## config.mk

```make
export PLATFORM = sky130hd
export DESIGN_NAME = vpiu_top
export DESIGN_NICKNAME = d
export VERILOG_FILES = /design/src/verilog/vpiu_top.v
export VERILOG_INCLUDE_DIRS = /design/src /design/src/verilog
export SDC_FILE = /design/constraint.sdc
export NUM_CORES = 1
export LEC_CHECK = 0
export ABC_AREA = 1
export ABC_CLOCK_PERIOD_IN_PS = 7330
export BUFFER_PORTS_ARGS = -buffer_cell sky130_fd_sc_hd__clkbuf_2
export CAP_MARGIN = 20
export CORE_ASPECT_RATIO = 1.1
export CORE_MARGIN = 2
export CORE_UTILIZATION = 35
export CTS_BUF_LIST = sky130_fd_sc_hd__clkbuf_16
export DETAILED_ROUTE_END_ITERATION = 10
export GPL_ROUTABILITY_DRIVEN = 0
export GPL_TIMING_DRIVEN = 1
export PLACE_DENSITY_LB_ADDON = 0.08
export SETUP_SLACK_MARGIN = 0.5
export SLEW_MARGIN = 10
export SYNTH_ARGS = -nofsm -noshare
export SYNTH_HDL_FRONTEND = slang
export SYNTH_SLANG_ARGS = --single-unit
```

## constraint.sdc

```tcl
create_clock -name clock_i -period 7.33 [get_ports clock_i]
set_clock_uncertainty 0.15 [all_clocks]
set_input_delay 1.466 -clock clock_i [delete_from_list [all_inputs] [get_ports clock_i]]
set_output_delay 1.466 -clock clock_i [all_outputs]
set_load 0.1 [all_outputs]
```

## src/verilog/vpiu_consts.vh

```
`ifndef VPIU_CONSTS_VH
`define VPIU_CONSTS_VH
// Vector numbering and table layout
`define VPIU_NUM_VEC        63
`define VPIU_VEC_W          6
`define VPIU_ADDR_W         21
`define VPIU_TGT_W          19
`define VPIU_ENTRY_SHIFT    1
`define VPIU_VEC_CHIP_RST   6'h00
`define VPIU_VEC_WDOG_RST   6'h01
`define VPIU_VEC_FIX3_LO    6'h02
`define VPIU_VEC_FIX3_HI    6'h05
`define VPIU_VEC_STEP       6'h06
`define VPIU_VEC_DBG_LO     6'h07
`define VPIU_VEC_DBG_HI     6'h0a
`define VPIU_VEC_SWI2       6'h0b
`define VPIU_VEC_SWI1       6'h0c
`define VPIU_VEC_SWI0       6'h0d
`define VPIU_VEC_CORE_HI    6'h0f
// Priority levels
`define VPIU_LVL_W          2
`define VPIU_LVL_0          2'h0
`define VPIU_LVL_1          2'h1
`define VPIU_LVL_2          2'h2
`define VPIU_LVL_3          2'h3
// Reset values
`define VPIU_BASE_RST       21'h000000
`endif

```

## src/verilog/vpiu_top.v

```verilog
// What this block does
// Higher priority level always wins first
// Same level: smallest vector number wins
// Software sets each source level within range
// Fetch address is base plus entry offset
// Entry offset twice vector; 19-bit targets
// Chip reset entry 0, watchdog entry 1
// Software puts jumps in resets, calls elsewhere
// Vectors two to five fixed level three
// Software interrupts 2,1,0 fixed levels 2,1,0
// Requests stay pending until core takes vector
`timescale 1ns/1ps
`include "vpiu_consts.vh"

module vpiu_top #(
   parameter NUM_VEC = `VPIU_NUM_VEC,
   parameter VEC_W   = `VPIU_VEC_W,
   parameter ADDR_W  = `VPIU_ADDR_W
) (
   input  wire                      clock_i,
   input  wire                      rst_n_i,
   input  wire [NUM_VEC-1:0]        irq_req_i,
   input  wire [2*NUM_VEC-1:0]      irq_level_i,
   input  wire [ADDR_W-1:0]         vector_table_base_i,
   input  wire                      chip_reset_req_i,
   input  wire                      watchdog_reset_source_i,
   input  wire                      core_ack_i,
   output wire                      irq_valid_o,
   output reg  [VEC_W-1:0]          irq_vec_o,
   output reg  [1:0]                irq_level_o,
   output reg  [ADDR_W-1:0]         fetch_addr_o,
   output reg                       reset_fetch_o,
   output wire [NUM_VEC-1:0]        pending_o
);

   // Per-level candidates, one bit per vector
   wire [NUM_VEC-1:0] lvl3_hit;
   wire [NUM_VEC-1:0] lvl2_hit;
   wire [NUM_VEC-1:0] lvl1_hit;
   wire [NUM_VEC-1:0] lvl0_hit;
   wire               taken;
   wire [ADDR_W-1:0]  win_off;
   wire [ADDR_W-1:0]  chip_off;
   wire [ADDR_W-1:0]  wdog_off;

   reg  [NUM_VEC-1:0] pend_q;
   reg  [NUM_VEC-1:0] pend_d;
   reg                valid_q;
   reg                valid_d;
   reg                rst_fetch_d;
   reg  [VEC_W-1:0]   vec_d;
   reg  [1:0]         lvl_d;
   reg  [ADDR_W-1:0]  addr_d;

   reg  [NUM_VEC-1:0] win_set;
   reg                win_found;
   reg  [VEC_W-1:0]   win_vec;
   reg  [1:0]         win_lvl;
   integer            j;
   genvar             g;

   // Range limits per vector; an illegal level is pulled to the nearest legal one
   generate
      for (g = 0; g < NUM_VEC; g = g + 1) begin : g_clamp
         wire [1:0] req_lvl;
         reg  [1:0] lim_lvl;

         assign req_lvl = irq_level_i[2*g +: 2];

         always @* begin
            if (g >= `VPIU_VEC_FIX3_LO && g <= `VPIU_VEC_FIX3_HI) begin
               lim_lvl = `VPIU_LVL_3;
            end else if (g == `VPIU_VEC_SWI2) begin
               lim_lvl = `VPIU_LVL_2;
            end else if (g == `VPIU_VEC_SWI1) begin
               lim_lvl = `VPIU_LVL_1;
            end else if (g == `VPIU_VEC_SWI0) begin
               lim_lvl = `VPIU_LVL_0;
            end else if (g <= `VPIU_VEC_CORE_HI) begin
               // Core, debug and supervision sources: levels 1 to 3 only
               lim_lvl = (req_lvl == `VPIU_LVL_0) ? `VPIU_LVL_1 : req_lvl;
            end else begin
               // Peripheral sources never reach level 3
               lim_lvl = (req_lvl == `VPIU_LVL_3) ? `VPIU_LVL_2 : req_lvl;
            end
         end

         // Vectors 0 and 1 never pend, so they never show up as candidates
         assign lvl3_hit[g] = pend_q[g] && (lim_lvl == `VPIU_LVL_3);
         assign lvl2_hit[g] = pend_q[g] && (lim_lvl == `VPIU_LVL_2);
         assign lvl1_hit[g] = pend_q[g] && (lim_lvl == `VPIU_LVL_1);
         assign lvl0_hit[g] = pend_q[g] && (lim_lvl == `VPIU_LVL_0);
      end
   endgenerate

   // Highest non-empty level wins outright
   always @* begin
      if (|lvl3_hit) begin
         win_set = lvl3_hit;
         win_lvl = `VPIU_LVL_3;
      end else if (|lvl2_hit) begin
         win_set = lvl2_hit;
         win_lvl = `VPIU_LVL_2;
      end else if (|lvl1_hit) begin
         win_set = lvl1_hit;
         win_lvl = `VPIU_LVL_1;
      end else begin
         win_set = lvl0_hit;
         win_lvl = `VPIU_LVL_0;
      end
   end

   // Scanning downwards lets the smallest vector of the level land last
   always @* begin
      win_found = |win_set;
      win_vec   = {VEC_W{1'b0}};
      for (j = NUM_VEC - 1; j >= 0; j = j - 1) begin
         if (win_set[j]) begin
            win_vec = j[VEC_W-1:0];
         end
      end
   end

   // An ack only counts while a winner is on show
   assign taken = core_ack_i && valid_q;

   // Two words per entry; the 19-bit call target lives in the entry itself
   assign win_off  = {{(ADDR_W-VEC_W){1'b0}}, win_vec}
                     << `VPIU_ENTRY_SHIFT;
   assign chip_off = {{(ADDR_W-VEC_W){1'b0}}, `VPIU_VEC_CHIP_RST}
                     << `VPIU_ENTRY_SHIFT;
   assign wdog_off = {{(ADDR_W-VEC_W){1'b0}}, `VPIU_VEC_WDOG_RST}
                     << `VPIU_ENTRY_SHIFT;

   always @* begin
      pend_d    = pend_q | irq_req_i;
      pend_d[0] = 1'b0;
      pend_d[1] = 1'b0;
      if (taken) begin
         // A fresh request in the ack cycle keeps its bit: set wins
         pend_d[irq_vec_o] = irq_req_i[irq_vec_o];
      end
   end

   // Reset fetch outranks every interrupt and hides it while held
   always @* begin
      if (chip_reset_req_i || watchdog_reset_source_i) begin
         valid_d = 1'b0;
      end else begin
         // Drop the winner for a cycle after its ack so it is not offered twice
         valid_d = win_found
                   && !(taken && win_vec == irq_vec_o && !irq_req_i[win_vec]);
      end
   end

   always @* begin
      rst_fetch_d = chip_reset_req_i || watchdog_reset_source_i;
   end

   always @* begin
      if (chip_reset_req_i) begin
         vec_d  = `VPIU_VEC_CHIP_RST;
         lvl_d  = `VPIU_LVL_3;
         addr_d = vector_table_base_i + chip_off;
      end else if (watchdog_reset_source_i) begin
         vec_d  = `VPIU_VEC_WDOG_RST;
         lvl_d  = `VPIU_LVL_3;
         addr_d = vector_table_base_i + wdog_off;
      end else begin
         vec_d  = win_vec;
         lvl_d  = win_lvl;
         addr_d = vector_table_base_i + win_off;
      end
   end

   always @(posedge clock_i) begin
      if (!rst_n_i) begin
         pend_q <= {NUM_VEC{1'b0}};
      end else begin
         pend_q <= pend_d;
      end
   end

   always @(posedge clock_i) begin
      if (!rst_n_i) begin
         valid_q       <= 1'b0;
         reset_fetch_o <= 1'b0;
         irq_vec_o     <= {VEC_W{1'b0}};
         irq_level_o   <= `VPIU_LVL_0;
         fetch_addr_o  <= `VPIU_BASE_RST;
      end else begin
         valid_q       <= valid_d;
         reset_fetch_o <= rst_fetch_d;
         irq_vec_o     <= vec_d;
         irq_level_o   <= lvl_d;
         fetch_addr_o  <= addr_d;
      end
   end

   // Outputs come straight from flip-flops
   assign irq_valid_o = valid_q;
   assign pending_o   = pend_q;

endmodule
```

==> qor.csv <==
stage,metric,value,unit
logic_synthesis,post-synthesis cell count,1606,
worst_setup_path,Critical path origin,irq_level_i[106],
global_routing,GRT overflow,0,
sta,Slew HR,0.298,
logic_synthesis,count of cell types in the netlist,52,
worst_setup_path,critical path class,input pin to register,
logic_synthesis,"Top FF cell, synth",dfxtp_1,
placement,Port Buf Inserts,294,
logic_synthesis,"Seq/Total Area, Yosys",0.212,
worst_setup_path,"CP delay by family, top",simple AND/OR/NAND/NOR gates,
worst_setup_path,WP data arrival,8.32,ns
sta,worst-margin pin slew,1.05,ns
detailed_routing,Detail Route Antenna Nets,0,
logic_synthesis,"flops & latches, synth",94,
cts,CTS H-tree lvls,3,
global_routing,GRT Util Overall,0.296,
sta,"Hold Vio Cnt, Final",0,
global_routing,largest net degree at the start of global routing,57,
worst_setup_path,worst path bufs/invs,9,
logic_synthesis,Post-synth ARST share,0,
run_status,failing checks,negative setup slack,
detailed_routing,DRC,0,
worst_setup_path,worst r2r src,pending_o[46],
die,initial cell density of the core,0.353,
placement,hpwl dp,31.6,mm
power,Pleak,6.95,nW
cts,clk sinks,94,
die,die width,156,um
die,IO Pins,309,
cells_and_area,"commonest non-fill, non-tap cells in the layout","375 x nand2_1, 277 x clkbuf_2, 226 x buf_4",
global_routing,first-pass GRT wire length,61.6,mm
global_routing,initial antenna violation count,0,
cts,CTS tree,built,
power,Pwr Total,1.97,mW
global_routing,met3 Usage GRT,0.0446,
min_path,Min-Delay Path Class,register to register,
logic_synthesis,area of the mapped netlist,8870,um^2
min_path,worst min-delay path startpoint,pending_o[6],
die,row cnt,61,
cts,clk buf depth,2,
logic_synthesis,Syn Nets,1828,
cts,CTS root buf,clkbuf_16,
detailed_routing,DR vias,12647,
cells_and_area,"most common cell after layout, fill and taps aside",nand2_1,
global_routing,vias in the first global route,11547,
global_routing,gr busiest metal,met2,
flow_run,max_cap viols,0,
logic_synthesis,syn_area_per_cell,5.52,um^2
worst_setup_path,Worst path slowest cell,fa_2,
sta,Setup Viol. Count Final,17,
cts,Num CTS Buffers,9,
worst_setup_path,CP dominant cell by count,nand2_1,
cells_and_area,Util after Layout,0.526,
die,die height,171,um
cells_and_area,nets,2316,
worst_setup_path,Setup crit start kind,input pin,
detailed_routing,drt first-iter violations,1098,
sta,Final WS setup,-0.867,ns
detailed_routing,Vias/cell,5.24,
power,Power Density,149,nW/um^2
cells_and_area,layout cells sized above 1,0.322,
global_routing,met1 usage,0.376,
sta,minimum clock period,8.20,ns
run_status,status,finished with violations,
sta,RSZ-0062 raised after global routing,true,
sta,"Slew Viols, Final",0,
logic_synthesis,Post-synth EDFFs,0,
die,Core Area,25100,um^2
detailed_routing,wire per inst,16.8,um
worst_setup_path,delay of the slowest cell on the worst path,0.33,ns
detailed_routing,Pre-antenna DRT Iters,6,
die,die area,26600,um^2
worst_setup_path,worst path required time,7.45,ns
detailed_routing,final wirelength,40.7,mm
cts,"Clk pin slew, worst setup/hold paths",0.07,ns
cts,Clock Latency Late Sink,0.36,ns
cells_and_area,P&R area growth vs syn,49.0,%
logic_synthesis,Ys Warns,0,
sta,FMAX,122,MHz
power,Max VDD drop,0.120,mV
global_routing,met2 usage,0.496,
worst_setup_path,"Max FO, Critical Path",5,
sta,Hold WS,0.477,ns
cells_and_area,fillers,2658,
worst_setup_path,CP Capture Type,register,
sta,final worst-path cycle share,1.12,
## tightest hold or removal path: stages, from the launching register on
cell      delay (ns)
dfxtp_1         0.38
o311ai_0        0.16
inv_1           0.06
## final timing paths
| path | to | slack [ns] | depth (start not counted) |
|---|---|---|---|
| worst max-delay path | fetch_addr_o[17] | -0.87 | 86 |
| worst min-delay path | pending_o[6] | 0.48 | 2 |
| worst max register to register | fetch_addr_o[17] | -0.11 | 89 |
| worst min register to register | pending_o[6] | 0.48 | 2 |
## where the power goes
| group | internal, mW | leakage [nW] | switching (mW) | total, mW |
|---|---|---|---|---|
| Clock | 0.262 | 0.135 | 0.213 | 0.475 |
| Sequential | 0.545 | 0.785 | 0.0303 | 0.575 |
| Combinational | 0.288 | 6.03 | 0.634 | 0.921 |
| Total | 1.09 | 6.95 | 0.877 | 1.97 |
## final cells by class
class                   count  area, um^2  share of cell area
diodes                      1        2.50            0.000189
clock buffers               9         225              0.0170
clock inverters             6        62.6             0.00473
inverters                 213         827              0.0626
multi-input cells        1238        6350               0.481
flip-flops and latches     94        1880               0.142
well taps                 315         394              0.0298
repair buffers            538        3470               0.263
## sequential cells by signal, summed over array words and instances, names as in the netlist
register,flops
pending_o,63
irq_vec_o,6
irq_valid_o,1
irq_level_o,2
fetch_addr_o,21
reset_fetch_o,1
## what timing repair did
action | CTS | global route
hold buffers | 0 | 0
pin swaps | 19 | 38
setup endpoints to repair | 20 | 22
setup buffers | 17 | 15
resized for setup | 54 | 117
## routing by layer
metal	up-vias	part of all wire
li1	6333	-
met5	-	0
met4	0	0.043
met2	508	0.47
met3	112	0.071
met1	5694	0.42
## Yosys cell counts, types with 8 or more instances
cell / number / area, um^2
nor3_1: 34 / 170
o22ai_1: 24 / 150
nand2_1: 424 / 1590
nor4_1: 29 / 181
clkbuf_1: 42 / 158
o21ai_0: 82 / 410
a21oi_1: 85 / 425
nand3b_1: 19 / 143
nand3_1: 195 / 976
dfxtp_1: 94 / 1880
buf_2: 9 / 45.0
o311ai_0: 39 / 342
inv_1: 198 / 743
o41ai_1: 8 / 70.1
nor2_1: 226 / 848
## cells by family (layout without fill, tap and decap cells)
kind of cell	after synthesis	after routing	share of synthesized area
fa+ha+maj	7	7	0.0107
simple gates	952	952	0.462
other cells	0	1	0
flops	94	94	0.212
buf+inv	274	766	0.122
compound gates	271	271	0.185
xor+xnor	8	8	0.00790
## per-stage QoR
stage          instance area [um^2]  TNS, ns  std cells  setup WS, ns
6_report                      13200    -7.69       2414        -0.867
4_1_cts                       12700    -6.80       2398        -0.766
3_5_place_dp                  12100   -14.49       2366         -1.35
2_1_floorplan                  8950   -0.684       1606        -0.309
5_1_grt                       13200   -24.17       2413         -1.78
3_3_place_gp                  12100   -14.17       2365         -1.31
Power figures use the tool's default switching activity.
